<file path="config.mk">
export PLATFORM = sky130hd
export DESIGN_NAME = timer_top
export DESIGN_NICKNAME = d
export VERILOG_FILES = /design/src/count_clock_sel.v /design/src/pin_edge_detect.v /design/src/timer_top.v
export VERILOG_INCLUDE_DIRS = /design/src /design/src/common
export SDC_FILE = /design/constraint.sdc
export NUM_CORES = 1
export LEC_CHECK = 0
export BUFFER_PORTS_ARGS = -buffer_cell sky130_fd_sc_hd__buf_4
export CAP_MARGIN = 40
export CORE_MARGIN = 3
export CORE_UTILIZATION = 40
export DETAILED_ROUTE_END_ITERATION = 6
export PLACE_DENSITY_LB_ADDON = 0.05
export SYNTH_ARGS = -nofsm -noshare
export SYNTH_HDL_FRONTEND = slang
export SYNTH_HIERARCHICAL = 1
export SYNTH_SLANG_ARGS = --single-unit
</file>
<file path="constraint.sdc">
create_clock -name aclk -period 4.3 [get_ports aclk]
set_clock_uncertainty 0.05 [all_clocks]
set_input_delay 0.86 -clock aclk [delete_from_list [all_inputs] [get_ports aclk]]
set_output_delay 0.86 -clock aclk [all_outputs]
set_load 0.005 [all_outputs]
</file>
<file path="src/common/timer_consts.vh">
// How it works
// - Soft one-shot trigger always reads zero
// - Soft trigger clears and restarts the counter
// - Select bit picks successive or one-shot pulses
// - Bit 4 enables inversion on compare B
// - Bit 1 enables inversion on compare A
// - Level set/reset pair forces output level
// - Level triggers read zero, clearing does nothing
// - Output enable low holds timer output low
// - Bits 7:6 pick pin B valid edge
// - Bits 5:4 pick pin A valid edge
// - Low prescaler bits select the count clock
// - High pin at first start reads rising
// - Direction bits: zero output, one input; FFh
// - Match-clear mode clears counter, raises match A
// - Interval is compare A plus one periods
// - Match B still raised in interval mode
// - Mode field: stop, free, edge-clear, match-clear
`ifndef TIMER_CONSTS_VH
`define TIMER_CONSTS_VH

// Register indices; byte address is four times the index
`define ADDR_W          18
`define IDX_W           16
`define IDX_PORT0_DIR   16'hFF20
`define IDX_MODE_CTRL   16'hFF86
`define IDX_PRESCALER   16'hFF87
`define IDX_OUT_CTRL    16'hFF89
`define IDX_COMPARE_A   16'hFF90
`define IDX_COMPARE_B   16'hFF91
`define IDX_COUNTER     16'hFF92

// Reset values
`define RST_PORT0_DIR   8'hFF
`define RST_PRESCALER   8'h00
`define RST_OUT_CTRL    8'h00
`define RST_OP_MODE     2'h0
`define RST_COMPARE     16'h0000

// Output control fields
`define OC_OUT_EN       0
`define OC_INV_A        1
`define OC_LVL_RESET    2
`define OC_LVL_SET      3
`define OC_INV_B        4
`define OC_OS_SEL       5
`define OC_OS_TRIG      6
`define OC_STORED_MASK  8'h33

// Prescaler/edge fields
`define PS_CLK_LO       0
`define PS_CLK_HI       1
`define PS_EDGE_A_LO    4
`define PS_EDGE_A_HI    5
`define PS_EDGE_B_LO    6
`define PS_EDGE_B_HI    7
`define PS_WRITE_MASK   8'hF3

// Mode control field
`define MC_OP_LO        2
`define MC_OP_HI        3

// Port direction bits
`define DIR_PIN0        0
`define DIR_PIN1        1

// Operation modes
`define OP_STOP         2'h0
`define OP_FREE         2'h1
`define OP_EDGE_CLR     2'h2
`define OP_MATCH_CLR    2'h3

// Count clock sources
`define CLK_FULL        2'h0
`define CLK_DIV         2'h1
`define CLK_OTHER       2'h2
`define CLK_EDGE        2'h3

// Valid edge codes
`define EDGE_FALL       2'h0
`define EDGE_RISE       2'h1
`define EDGE_BOTH       2'h3

// Prescaler divide exponent
`define PRESC_LOG2      8

// Bus responses
`define RESP_OKAY       2'h0
`define RESP_SLVERR     2'h2

`endif

</file>
<file path="src/count_clock_sel.v">
`timescale 1ns/1ps
`include "timer_consts.vh"

module count_clock_sel #(
	parameter DIV_LOG2 = `PRESC_LOG2
) (
	// Clock and reset
	input  wire       aclk,
	input  wire       aresetn,
	// Control
	input  wire       run,
	input  wire [1:0] sel,
	// Tick sources
	input  wire       other_irq,
	input  wire       edge_a,
	// Count enable
	output reg        tick_q
);

	reg  [DIV_LOG2-1:0] div_q;

	// Divider restarts with each start so the first period is whole
	always @(posedge aclk) begin
		if (!aresetn) begin
			div_q  <= {DIV_LOG2{1'b0}};
			tick_q <= 1'b0;
		end else begin
			if (!run) begin
				div_q <= {DIV_LOG2{1'b0}};
			end else begin
				div_q <= div_q + 1'b1;
			end
			case (sel)
				`CLK_FULL:  tick_q <= run;
				`CLK_DIV:   tick_q <= run & (&div_q);
				`CLK_OTHER: tick_q <= run & other_irq;
				`CLK_EDGE:  tick_q <= run & edge_a;
				default:    tick_q <= 1'b0;
			endcase
		end
	end

endmodule

</file>
<file path="src/pin_edge_detect.v">
`timescale 1ns/1ps
`include "timer_consts.vh"

module pin_edge_detect (
	// Clock and reset
	input  wire       aclk,
	input  wire       aresetn,
	// Control
	input  wire       run,
	input  wire [1:0] sel,
	// Pin and result
	input  wire       pin,
	output reg        edge_q
);

	reg  samp_q;
	reg  lvl_q;
	reg  ran_q;
	wire steady;
	wire rise;
	wire fall;

	// Two equal samples in a row count as a level; filters short glitches
	assign steady = (pin == samp_q);
	assign rise   = run & steady & pin & ~lvl_q;
	assign fall   = run & steady & ~pin & lvl_q;

	// Level held low until first start so a high pin then reads as rising
	always @(posedge aclk) begin
		if (!aresetn) begin
			samp_q <= 1'b0;
			lvl_q  <= 1'b0;
			ran_q  <= 1'b0;
			edge_q <= 1'b0;
		end else begin
			samp_q <= pin;
			ran_q  <= ran_q | run;
			if (!run && !ran_q) begin
				lvl_q <= 1'b0;
			end else if (steady) begin
				lvl_q <= pin;
			end
			case (sel)
				`EDGE_FALL: edge_q <= fall;
				`EDGE_RISE: edge_q <= rise;
				`EDGE_BOTH: edge_q <= rise | fall;
				default:    edge_q <= 1'b0;
			endcase
		end
	end

endmodule

</file>
<file path="src/timer_top.v">
`timescale 1ns/1ps
`include "timer_consts.vh"

module timer_top #(
	parameter DIV_LOG2 = `PRESC_LOG2
) (
	// Clock and reset
	input  wire                aclk,
	input  wire                aresetn,
	// Write address channel
	input  wire [`ADDR_W-1:0]  awaddr,
	input  wire                awvalid,
	output wire                awready,
	// Write data channel
	input  wire [31:0]         wdata,
	input  wire [3:0]          wstrb,
	input  wire                wvalid,
	output wire                wready,
	// Write response channel
	output reg  [1:0]          bresp,
	output reg                 bvalid,
	input  wire                bready,
	// Read address channel
	input  wire [`ADDR_W-1:0]  araddr,
	input  wire                arvalid,
	output wire                arready,
	// Read data channel
	output reg  [31:0]         rdata,
	output reg  [1:0]          rresp,
	output reg                 rvalid,
	input  wire                rready,
	// Pins
	input  wire                event_in_a,
	input  wire                event_in_b,
	output reg                 timer_out_pin,
	output wire                timer_out_oe,
	// Events
	input  wire                other_timer_irq,
	output reg                 match_irq_a,
	output reg                 match_irq_b,
	output wire                edge_pulse_a,
	output wire                edge_pulse_b
);

	localparam [2:0] SEL_NONE = 3'h0;
	localparam [2:0] SEL_DIR  = 3'h1;
	localparam [2:0] SEL_PRE  = 3'h2;
	localparam [2:0] SEL_OC   = 3'h3;
	localparam [2:0] SEL_MODE = 3'h4;
	localparam [2:0] SEL_CMPA = 3'h5;
	localparam [2:0] SEL_CMPB = 3'h6;
	localparam [2:0] SEL_CNT  = 3'h7;

	// Register select from a byte address
	function [2:0] reg_sel;
		input [`ADDR_W-1:0] a;
		begin
			case (a[`ADDR_W-1:2])
				`IDX_PORT0_DIR: reg_sel = SEL_DIR;
				`IDX_PRESCALER: reg_sel = SEL_PRE;
				`IDX_OUT_CTRL:  reg_sel = SEL_OC;
				`IDX_MODE_CTRL: reg_sel = SEL_MODE;
				`IDX_COMPARE_A: reg_sel = SEL_CMPA;
				`IDX_COMPARE_B: reg_sel = SEL_CMPB;
				`IDX_COUNTER:   reg_sel = SEL_CNT;
				default:        reg_sel = SEL_NONE;
			endcase
		end
	endfunction

	reg  [`ADDR_W-1:0] awaddr_q;
	reg  [31:0]        wdata_q;
	reg  [3:0]         wstrb_q;
	reg                aw_got_q;
	reg                w_got_q;
	reg  [7:0]         dir_q;
	reg  [7:0]         pre_q;
	reg  [7:0]         oc_q;
	reg  [1:0]         op_q;
	reg  [15:0]        cmpa_q;
	reg  [15:0]        cmpb_q;
	reg  [15:0]        cnt_q;
	reg  [15:0]        cnt_d;
	reg                out_q;
	reg                out_d;
	reg                armed_q;
	reg                os_trig_q;
	reg                lvl_set_q;
	reg                lvl_rst_q;
	reg  [31:0]        rd_d;
	wire [2:0]         wsel;
	wire [2:0]         rsel;
	wire               wr_fire;
	wire               wr_lo;
	wire               run;
	wire               tick;
	wire               edge_a;
	wire               edge_b;
	wire               match_a;
	wire               match_b;
	wire               fire_ok;
	wire               toggle;

	// Channel handshakes; address and data taken in either order
	assign awready = ~aw_got_q & ~bvalid;
	assign wready  = ~w_got_q & ~bvalid;
	assign arready = ~rvalid;
	assign wr_fire = aw_got_q & w_got_q;
	assign wsel    = reg_sel(awaddr_q);
	assign rsel    = reg_sel(araddr);
	assign wr_lo   = wr_fire & wstrb_q[0];

	// Write path
	always @(posedge aclk) begin
		if (!aresetn) begin
			awaddr_q <= {`ADDR_W{1'b0}};
			wdata_q  <= 32'h00000000;
			wstrb_q  <= 4'h0;
			aw_got_q <= 1'b0;
			w_got_q  <= 1'b0;
			bvalid   <= 1'b0;
			bresp    <= `RESP_OKAY;
		end else begin
			if (awvalid && awready) begin
				awaddr_q <= awaddr;
				aw_got_q <= 1'b1;
			end
			if (wvalid && wready) begin
				wdata_q <= wdata;
				wstrb_q <= wstrb;
				w_got_q <= 1'b1;
			end
			if (wr_fire) begin
				aw_got_q <= 1'b0;
				w_got_q  <= 1'b0;
				bvalid   <= 1'b1;
				bresp    <= (wsel == SEL_NONE) ? `RESP_SLVERR : `RESP_OKAY;
			end else if (bready) begin
				bvalid <= 1'b0;
			end
		end
	end

	// Software registers; trigger bits live one cycle only
	always @(posedge aclk) begin
		if (!aresetn) begin
			dir_q     <= `RST_PORT0_DIR;
			pre_q     <= `RST_PRESCALER;
			oc_q      <= `RST_OUT_CTRL;
			op_q      <= `RST_OP_MODE;
			cmpa_q    <= `RST_COMPARE;
			cmpb_q    <= `RST_COMPARE;
			os_trig_q <= 1'b0;
			lvl_set_q <= 1'b0;
			lvl_rst_q <= 1'b0;
		end else begin
			os_trig_q <= wr_lo && wsel == SEL_OC && wdata_q[`OC_OS_TRIG];
			lvl_set_q <= wr_lo && wsel == SEL_OC && wdata_q[`OC_LVL_SET];
			lvl_rst_q <= wr_lo && wsel == SEL_OC && wdata_q[`OC_LVL_RESET];
			if (wr_lo && wsel == SEL_DIR) begin
				dir_q <= wdata_q[7:0];
			end
			if (wr_lo && wsel == SEL_PRE) begin
				pre_q <= wdata_q[7:0] & `PS_WRITE_MASK;
			end
			if (wr_lo && wsel == SEL_OC) begin
				oc_q <= wdata_q[7:0] & `OC_STORED_MASK;
			end
			if (wr_lo && wsel == SEL_MODE) begin
				op_q <= wdata_q[`MC_OP_HI:`MC_OP_LO];
			end
			if (wr_fire && wsel == SEL_CMPA) begin
				if (wstrb_q[0]) cmpa_q[7:0] <= wdata_q[7:0];
				if (wstrb_q[1]) cmpa_q[15:8] <= wdata_q[15:8];
			end
			if (wr_fire && wsel == SEL_CMPB) begin
				if (wstrb_q[0]) cmpb_q[7:0] <= wdata_q[7:0];
				if (wstrb_q[1]) cmpb_q[15:8] <= wdata_q[15:8];
			end
		end
	end

	// Read mux; trigger bits never stored so they read as zero
	always @* begin
		case (rsel)
			SEL_DIR:  rd_d = {24'h000000, dir_q};
			SEL_PRE:  rd_d = {24'h000000, pre_q};
			SEL_OC:   rd_d = {24'h000000, oc_q};
			SEL_MODE: rd_d = {28'h0000000, op_q, 2'h0};
			SEL_CMPA: rd_d = {16'h0000, cmpa_q};
			SEL_CMPB: rd_d = {16'h0000, cmpb_q};
			SEL_CNT:  rd_d = {16'h0000, cnt_q};
			default:  rd_d = 32'h00000000;
		endcase
	end

	// Read path
	always @(posedge aclk) begin
		if (!aresetn) begin
			rvalid <= 1'b0;
			rdata  <= 32'h00000000;
			rresp  <= `RESP_OKAY;
		end else if (arvalid && arready) begin
			rvalid <= 1'b1;
			rdata  <= rd_d;
			rresp  <= (rsel == SEL_NONE) ? `RESP_SLVERR : `RESP_OKAY;
		end else if (rready) begin
			rvalid <= 1'b0;
		end
	end

	assign run = (op_q != `OP_STOP);

	// Pin edge filters
	pin_edge_detect u_edge_a (
		.aclk    (aclk),
		.aresetn (aresetn),
		.run     (run),
		.sel     (pre_q[`PS_EDGE_A_HI:`PS_EDGE_A_LO]),
		.pin     (event_in_a),
		.edge_q  (edge_a)
	);

	pin_edge_detect u_edge_b (
		.aclk    (aclk),
		.aresetn (aresetn),
		.run     (run),
		.sel     (pre_q[`PS_EDGE_B_HI:`PS_EDGE_B_LO]),
		.pin     (event_in_b),
		.edge_q  (edge_b)
	);

	assign edge_pulse_a = edge_a;
	assign edge_pulse_b = edge_b;

	// Count clock source
	count_clock_sel #(
		.DIV_LOG2 (DIV_LOG2)
	) u_clk_sel (
		.aclk      (aclk),
		.aresetn   (aresetn),
		.run       (run),
		.sel       (pre_q[`PS_CLK_HI:`PS_CLK_LO]),
		.other_irq (other_timer_irq),
		.edge_a    (edge_a),
		.tick_q    (tick)
	);

	// Matches are seen on the count tick at which the value stands
	assign match_a = tick & (cnt_q == cmpa_q);
	assign match_b = tick & (cnt_q == cmpb_q);
	assign fire_ok = ~oc_q[`OC_OS_SEL] | armed_q;
	assign toggle  = fire_ok & ((match_a & oc_q[`OC_INV_A]) | (match_b & oc_q[`OC_INV_B]));

	// Counter next value
	always @* begin
		if (!run) begin
			cnt_d = 16'h0000;
		end else if (os_trig_q) begin
			cnt_d = 16'h0000;
		end else if (op_q == `OP_EDGE_CLR && edge_a) begin
			cnt_d = 16'h0000;
		end else if (tick && op_q == `OP_MATCH_CLR && match_a) begin
			cnt_d = 16'h0000;
		end else if (tick) begin
			cnt_d = cnt_q + 16'h0001;
		end else begin
			cnt_d = cnt_q;
		end
	end

	// Output level: a lone set or reset trigger wins over a toggle in the same cycle; set and reset together are ignored
	always @* begin
		if (lvl_set_q && !lvl_rst_q) begin
			out_d = 1'b1;
		end else if (lvl_rst_q && !lvl_set_q) begin
			out_d = 1'b0;
		end else if (toggle) begin
			out_d = ~out_q;
		end else begin
			out_d = out_q;
		end
	end

	// Counter, output flop, one-shot arming and match events
	always @(posedge aclk) begin
		if (!aresetn) begin
			cnt_q         <= 16'h0000;
			out_q         <= 1'b0;
			armed_q       <= 1'b0;
			match_irq_a   <= 1'b0;
			match_irq_b   <= 1'b0;
			timer_out_pin <= 1'b0;
		end else begin
			cnt_q       <= cnt_d;
			out_q       <= out_d;
			match_irq_a <= match_a;
			match_irq_b <= match_b;
			// One pulse per trigger; match B ends the pulse
			if (!run) begin
				armed_q <= 1'b0;
			end else if (os_trig_q || (op_q == `OP_EDGE_CLR && edge_a)) begin
				armed_q <= 1'b1;
			end else if (match_b) begin
				armed_q <= 1'b0;
			end
			timer_out_pin <= oc_q[`OC_OUT_EN] & out_q;
		end
	end

	// Pin driver on while its direction bit selects output
	assign timer_out_oe = ~dir_q[`DIR_PIN1];

endmodule

</file>
Yosys cells after proc, flatten, opt, wreduce, memory -nomap -nowiden:

Cells that the tools add are included.

* register bits after elaboration: 169
* input bits: 82
* output and inout bits: 47
* word-level logic and storage cells: 183

* $add $sub $neg: 2
* equality and inequality tests: 40
* mux-type cells: 17
* bitwise gates (word level): 42
* reductions and logical operators: 45

Operator list (count)
* $eq 16x16->1 const B: 14
* $pmux 16 s7: 1
* $pmux 3 s7: 2
* $eq 16x16->1: 2
* $and 1x1->1: 23
* $eq 3x3->1 const B: 7
* $logic_and 1x1->1: 19
* $add 16x1->16 const B: 1
* $not 1->1: 13
* $eq 2x2->1 const B: 6
* $eq 3x2->1 const B: 4
* $reduce_and 2->1: 5
* $mux 1: 9
* $add 8x1->8 const B: 1
* $reduce_and 8->1: 1
* $reduce_bool 2->1: 4
* $eq 2x1->1 const B: 3
* $eq 3x1->1 const B: 2
* $logic_not 2->1: 3
* $logic_not 3->1: 2
* $or 1x1->1: 6
* $pmux 1 s3: 2
* $reduce_or 2->1: 3
* $logic_not 1->1: 5
* other kinds (6): 8

Longest topological paths before layout:

Gate-level depths: netlist of the first run.

* word-level depth: 8
* gate-level depth with buffers: 8
* gate-level depth less buffers: 7

By module:

The synthesis of the first run kept the hierarchy.

Modules (own cells, without submodules)
* timer_top: times used 1, cells each 738, area each 6378.6 um2, sequential area each 2642.5 um2
* count_clock_sel: times used 1, cells each 41, area each 365.4 um2, sequential area each 180.2 um2
* pin_edge_detect: times used 2, cells each 15, area each 145.1 um2, sequential area each 80.1 um2

Worst setup path after synthesis of the first run:

OpenSTA, ideal clock, no wires.

* kind: input -> register
* from: input port araddr[8]
* to: register rdata[10]
* library setup time: 59 ps
* arrival time: 2408 ps
* required time: 4191 ps
* setup slack: 1784 ps
* stages on the path: 7
* buffers on the path: 1
* cells stage by stage: nor4b_1 > and4_1 > buf_4 > nor2_1 > nor4b_4 > a22o_1 > a21o_1

* cells in the longest elaborated chain, start to end: 4
* elaborated cells between the ends (all ways): 16
* those cells by class: eq/ne (14); mux (2)

Ends and longest elaborated chain
* start: declaration: line timer_top.v:24 `` input wire [`ADDR_W-1:0] araddr, ``
* $eq 16x16->1: line timer_top.v:58 `` case (a[`ADDR_W-1:2]) ``
* $pmux 3 s7 *: line timer_top.v:58
* $eq 3x3->1 (tied with other cells): line timer_top.v:185 `case (rsel)`
* $pmux 16 s7 *: line timer_top.v:185
* end signal: assignment: line timer_top.v:205 `rdata <= rd_d;`
* end: declaration: line timer_top.v:28 `output reg [31:0] rdata,`

Mark *: on every way between the ends. The rest lies on a longest branch, timed or not.
A chain may end at the register's enable or synchronous reset.

Worst setup path in the final report of the first run:

* from: input port araddr[6]
* to: register rdata[14]

Same word-level chain as after synthesis.

==> flow_metrics.py, run 1 <==
metrics = {
    "run_status": {
        "outcome": "completed",
    },
    "timing": {
        "fmax_mhz": 355,
        "setup_tns_ps": 0,
        "finalMaxSlewViolations": 0,
        "min_period_ps": 2820,
        "layout_setup_ws_ps": 1480,
        "worstMarginPinSlew_ps": 919,
        "hold_viol_final": 0,
        "grt_setup_unrepaired": "no",
        "slew-limit-headroom": 0.383,
        "setup_viol": 0,
        "post-route-period-util": 0.655,
    },
    "logic_synthesis": {
        "yosysSeqAreaShare": 0.424,
        "avgSynthCellArea_um2": 8.69,
        "synthTopCellsByArea": "dfxtp_1, nand2_1, mux2i_1",
        "synth_edf_count": 0,
        "synth_cell_type_count": 70,
        "synth-warning-count": 6,
        "synth_most_common_cell": "nand2_1",
        "synth_top_area_frac": 0.424,
        "netlist_instances": 809,
        "synth_common_cells": "nand2_1, dfxtp_1, mux2i_1",
        "synth_seq_cells": 149,
        "async_reset_ff_frac": 0,
        "synth_area_leader_cell": "dfxtp_1",
        "synth_area_mm2": 0.00703,
        "synthFlopType": "dfxtp_1",
    },
    "pwr": {
        "design_power_total_w": 0.00320,
        "leakage_nw": 3.61,
        "p_int_w": 0.00248,
        "switching_share": 0.225,
        "p_sw_w": 0.000718,
        "powerDensity_mw_per_mm2": 381,
        "pwr-share-clk": 0.495,
        "peakVddDrop_uv": 289,
        "p_seq_frac": 0.448,
        "pwr-share-comb": 0.057,
    },
    "placement": {
        "hpwl_um": 13600,
        "dpl_worst_slack_ps": 1110,
        "gp_congestion": 0.887,
        "place_inst": 1078,
        "io_buffers": 88,
    },
    "detailed_routing": {
        "post_drt_via_cell_ratio": 5.24,
        "drc_errors": 0,
        "dr.pass1.iters": 5,
        "vias": 5815,
        "drtIter0Drc": 371,
        "wl_per_cell_um": 16.4,
        "totalWireLength_um": 18200,
        "postRouteAntennaNets": 0,
    },
    "critical_path": {
        "critPathLaunch": "araddr[6]",
        "worstPathBufferInverterCount": 1,
        "cp-end-kind": "flip-flop",
        "critPathSlowestCell": "nor4b_4",
        "path_delay_family": "simple AND/OR/NAND/NOR gates",
        "crit_type": "in -> reg",
        "critPathLaunchType": "input port",
        "max_stage_delay_ps": 640,
        "reg2reg_from": "awaddr_q[6]$_SDFFE_PN0P_",
        "path_max_fanout": 10,
        "crit_required_ps": 4620,
        "cp_cell_sequence": "buf_4 > nor4_1 > and4_1 > nor2_1 > nor4b_4 > a22o_1 > a21o_1",
        "reg2reg_slack_ps": 1830,
        "worst-endpoint-arrival_ps": 3130,
    },
    "global_routing": {
        "grt_max_degree": 66,
        "grt_pass1_wl_um": 29200,
        "grtUsageTotal": 0.188,
        "grt_pass1_vias": 5653,
        "grt_remaining_overflow": 0,
        "antenna_found_initial": 0,
    },
    "clock_tree": {
        "post_cts_buffers": 0,
        "ctsHoldBuffers": 0,
        "clock_path_buffers": 2,
        "cts_root_buf": "clkbuf_16",
        "numCtsBuffers": 17,
        "post_cts_resized": 0,
        "cts_sinks": 149,
        "cts_tree": "yes",
        "htreeDepth": 4,
        "clk_pin_slew_worst_paths_ps": 60,
        "clock_latency_ps": 420,
    },
    "finish": {
        "syn_to_final_growth_pct": 19.3,
        "nets": 961,
        "post-route-util": 0.497,
        "drive_above_1_share": 0.161,
        "final_cells": 1110,
        "antenna-diode-count": 0,
    },
    "floorplan": {
        "die_height_um": 139,
        "core_mm2": 0.0169,
        "rows": 47,
        "die_w_um": 139,
        "start_util": 0.417,
        "die-area_mm2": 0.0192,
        "boundaryPins": 129,
    },
    "flow_run": {
        "drv_cap": 0,
    },
    "hold_path": {
        "hold_path_startpoint": "u_edge_b/ran_q$_SDFF_PN0_",
        "hp-class": "reg -> reg",
    },
}
metrics by stage:
| step | area [um2] | hold slack [ps] |
|---|---|---|
| 6_report | 8390 | 405 |
| 5_1_grt | 8390 | 424 |
| 4_1_cts | 8390 | 406 |
| 3_5_place_dp | 7750 | 392 |
| 3_3_place_gp | 7740 | 387 |
| 2_1_floorplan | 7100 | 371 |
per-layer routing:
metal  global-route usage  vias up  share of wire
li1                     -     2925              -
met1                0.258     2721           0.49
met2                0.296      145           0.45
met3               0.0386       24          0.046
met4               0.0664        0          0.018
met5                    0        -              0
worst paths after layout:
path | depth (start not counted) | endpoint
setup / recovery | 7 | rdata[14]$_SDFFE_PN0P_
hold / removal | 1 | u_edge_b/ran_q$_SDFF_PN0_
setup reg to reg | 6 | cmpa_q[7]$_SDFFE_PN0P_
hold reg to reg | 1 | u_edge_b/ran_q$_SDFF_PN0_
logic make-up after synthesis:
logic type	count (synthesis)	synth area share
simple gates	346	0.243
flops	149	0.424
compound gates	128	0.131
buf+inv	74	0.0525
mux	55	0.0783
xor+xnor	54	0.0672
fa+ha+maj	2	0.00356
other cells	1	0.000533
state kept, by name, summed over array words and instances, names as in the netlist, 2 cells and up:
signal	flops
pre_q	6
cnt_q	16
oc_q	4
dir_q	8
cmpa_q	16
u_clk_sel/div_q	8
wdata_q	16
op_q	2
cmpb_q	16
wstrb_q	2
rdata	16
awaddr_q	16
power groups by stage:
| stage | clock, W | combinational (W) | sequential [W] |
|---|---|---|---|
| floorplan | 0 | 0.000115 | 0.00145 |
| global placement | 0 | 0.000177 | 0.00146 |
| detailed placement | 0 | 0.000182 | 0.00146 |
| CTS | 0.00161 | 0.000182 | 0.00143 |
| global route | 0.00167 | 0.000204 | 0.00144 |
| finish | 0.00158 | 0.000181 | 0.00143 |
final cells by class:
cell class,count,area (um2)
fillers,1636,8490
multi-input cells,603,3750
flip-flops and latches,149,2980
repair buffers,93,698
clock buffers,22,494
well taps,220,275
clock inverters,10,144
inverters,13,48.8
worst reg2reg max path: cells and delay by family, from the launching register on:
family,cells,cell delay [ps]
compound gates,1,300
flops,1,430
simple gates,4,1360
mux,1,270
layout by cell type, fill, tap and decap left out, drive strengths merged, types with 5 or more instances in the layout:
cell    count
nor4b       5
xor2       32
nor4       11
nor2       50
and2       10
nor3       13
a21o       11
a22o       23
nand4      10
and3        8
conb       18
a32o        5
or3         6
xnor2      22
a221oi      6
nand3      23
mux2i      55
nand2     175
a21oi      45
nand2b      6
dfxtp     149
buf        93
o21ai       7
inv        13
clkbuf     22
(Power assumes the default switching activity.)
==> run 2: changes to the inputs <==
--- a/config.mk
+++ b/config.mk
@@ -6,6 +6,7 @@
 export SDC_FILE = /design/constraint.sdc
 export NUM_CORES = 1
 export LEC_CHECK = 0
+export ABC_AREA = 1
 export BUFFER_PORTS_ARGS = -buffer_cell sky130_fd_sc_hd__buf_4
 export CAP_MARGIN = 40
 export CORE_MARGIN = 3
==> constraint.sdc (replaced) <==
create_clock -name aclk -period 2.7 [get_ports aclk]
set_clock_uncertainty 0.05 [all_clocks]
set_input_delay 0.54 -clock aclk [delete_from_list [all_inputs] [get_ports aclk]]
set_output_delay 0.54 -clock aclk [all_outputs]
set_load 0.005 [all_outputs]
==> run 2 against run 1 <==
  * Critical path depth increased by 2
  * Core utilization increased by 0.065 points
  * Total power up 59%
  * Largest cell class unchanged
  * Critical path type is now reg -> reg
  * Largest power group unchanged
  * Combinational power up 65%
  * Sequential share of layout area is 1.4 points lower
  * Via count is 18% higher
==> flow_metrics.py, run 2 <==
metrics = {
    "run_status": {
        "outcome": "completed",
    },
    "logic_synthesis": {
        "synth_top_area_frac": 0.411,
        "synth_common_cells": "nand2_1, dfxtp_1, nor2_1",
        "yosysSeqAreaShare": 0.411,
        "synth_area_mm2": 0.00726,
        "synth_area_leader_cell": "dfxtp_1",
        "synth_most_common_cell": "nand2_1",
        "synthFlopType": "dfxtp_1",
        "synth_cell_type_count": 43,
        "synth_edf_count": 0,
        "netlist_instances": 1077,
        "async_reset_ff_frac": 0,
        "synth_seq_cells": 149,
        "synth-warning-count": 6,
        "synthTopCellsByArea": "dfxtp_1, nand2_1, nor2_1",
        "avgSynthCellArea_um2": 6.75,
    },
    "critical_path": {
        "path_max_fanout": 16,
        "path_common_cell": "nand2_1",
        "cp_cell_sequence": "inv_1 > nand2_1 > nand2_1 > nand3b_1 > nor2_1 > nand3_1 > o21ai_4 > buf_4 > a21oi_2",
        "worst-endpoint-arrival_ps": 2410,
        "cp-end-kind": "flip-flop",
        "crit_required_ps": 2980,
        "critPathLaunchType": "flip-flop",
        "crit_type": "reg -> reg",
        "max_stage_delay_ps": 490,
        "critPathSlowestCell": "o21ai_4",
    },
    "flow_run": {
        "drv_cap": 0,
    },
    "clock_tree": {
        "cts_tree": "yes",
        "cts_sinks": 149,
        "clock_latency_ps": 440,
        "post_cts_resized": 0,
        "ctsHoldBuffers": 0,
        "clk_pin_slew_worst_paths_ps": 70,
        "post_cts_buffers": 0,
        "cts_root_buf": "clkbuf_16",
        "numCtsBuffers": 17,
        "htreeDepth": 4,
        "clock_path_buffers": 2,
    },
    "timing": {
        "setup_tns_ps": 0,
        "setup_viol": 0,
        "grt_setup_unrepaired": "no",
        "worstMarginPinSlew_ps": 574,
        "slew-limit-headroom": 0.616,
        "finalMaxSlewViolations": 0,
        "hold_viol_final": 0,
        "post-route-period-util": 0.788,
        "fmax_mhz": 470,
        "whs_ps": 259,
        "min_period_ps": 2130,
    },
    "detailed_routing": {
        "totalWireLength_um": 20100,
        "drc_errors": 0,
        "vias": 6853,
        "wl_per_cell_um": 14.2,
        "post_drt_via_cell_ratio": 4.86,
        "dr.pass1.iters": 5,
        "postRouteAntennaNets": 0,
        "drtIter0Drc": 388,
    },
    "global_routing": {
        "top_usage_layer": "met2",
        "grt_use_met2": 0.326,
        "antenna_found_initial": 0,
        "grt_pass1_wl_um": 32300,
        "grtUsageTotal": 0.205,
        "use_met1": 0.271,
        "grt_pass1_vias": 6246,
        "grt_max_degree": 56,
        "grt_remaining_overflow": 0,
        "use_met3": 0.0448,
    },
    "floorplan": {
        "die-area_mm2": 0.0198,
        "rows": 48,
        "start_util": 0.414,
        "die_w_um": 141,
        "core_mm2": 0.0175,
        "die_height_um": 141,
        "boundaryPins": 129,
    },
    "finish": {
        "final_common_cell": "nand2_1",
        "drive_above_1_share": 0.144,
        "nFillCells": 1820,
        "syn_to_final_growth_pct": 20.2,
        "antenna-diode-count": 0,
        "nets": 1255,
        "mostFrequentLayoutCells": "nand2_1, dfxtp_1, nor2_1",
    },
    "pwr": {
        "powerDensity_mw_per_mm2": 581,
        "peakVddDrop_uv": 412,
        "leakage_nw": 3.59,
    },
    "placement": {
        "gp_congestion": 0.927,
        "io_buffers": 88,
        "hpwl_um": 15100,
    },
    "hold_path": {
        "hp-class": "in -> reg",
    },
}
-- run 2: where the power goes --
part	leakage, nW	switching [W]	total, W	internal [W]
clock network	0.298	0.00106	0.00246	0.00140
logic	2.08	0.000175	0.000299	0.000125
registers	1.21	0.0000574	0.00231	0.00226
total	3.59	0.00129	0.00507	0.00378
-- run 2: logic make-up (layout without fill, tap and decap cells) --
logic type      after synthesis  count (layout)  synth area share
buf+inv                     167             257            0.0994
simple gates                570             570             0.339
compound gates              177             177             0.134
flops                       149             149             0.411
other cells                   1              18          0.000516
xor+xnor                     11              11            0.0133
fa+ha+maj                     2               2           0.00344
-- run 2: cell type report --
type,instances,area (um2),area share
clock buffer,17,425,0.0487
clock inverter,15,179,0.0205
inverter,124,465,0.0533
multi-input combinational,778,3620,0.415
sequential,149,2980,0.342
tap,225,282,0.0323
timing repair buffer,101,771,0.0883
-- run 2: stage by stage --
step | power [W] | util | std cells | instance area [um2] | setup WS [ps]
floorplan | 0.00253 | - | 1094 | 7330 | 969
global placement | 0.00267 | 0.463 | 1377 | 8120 | 626
detailed placement | 0.00267 | 0.463 | 1377 | 8120 | 590
CTS | 0.00514 | 0.498 | 1409 | 8730 | 584
global route | 0.00528 | 0.498 | 1409 | 8730 | 391
finish | 0.00507 | 0.498 | 1409 | 8730 | 572
-- run 2: metal layers --
layer  part of all wire  wire length (um)  up-vias
met4              0.027               540        0
met2               0.47              9360      136
li1                   -                 -     3618
met1               0.47              9370     3065
met3              0.040               793       34
met5                  0                 0        -
-- run 2: path summary, 6_finish.rpt --
kind / end / from / slack, ps / cells past startpoint
setup reg to reg: cnt_q[12]$_SDFFE_PP0P_ / cnt_q[13]$_SDFFE_PP0P_ / 570 / 9
setup / recovery: cnt_q[12]$_SDFFE_PP0P_ / cnt_q[13]$_SDFFE_PP0P_ / 570 / 9
hold / removal: u_edge_b/samp_q$_SDFF_PN0_ / event_in_b / 260 / 3
hold reg to reg: dir_q[0]$_SDFFE_PN1P_ / dir_q[0]$_SDFFE_PN1P_ / 410 / 2
-- run 2: worst max-delay path: cells and delay by family, from the launching register on --
family | cells | cell delay [ps]
buf+inv | 2 | 340
compound gates | 2 | 520
flops | 1 | 400
simple gates | 5 | 700
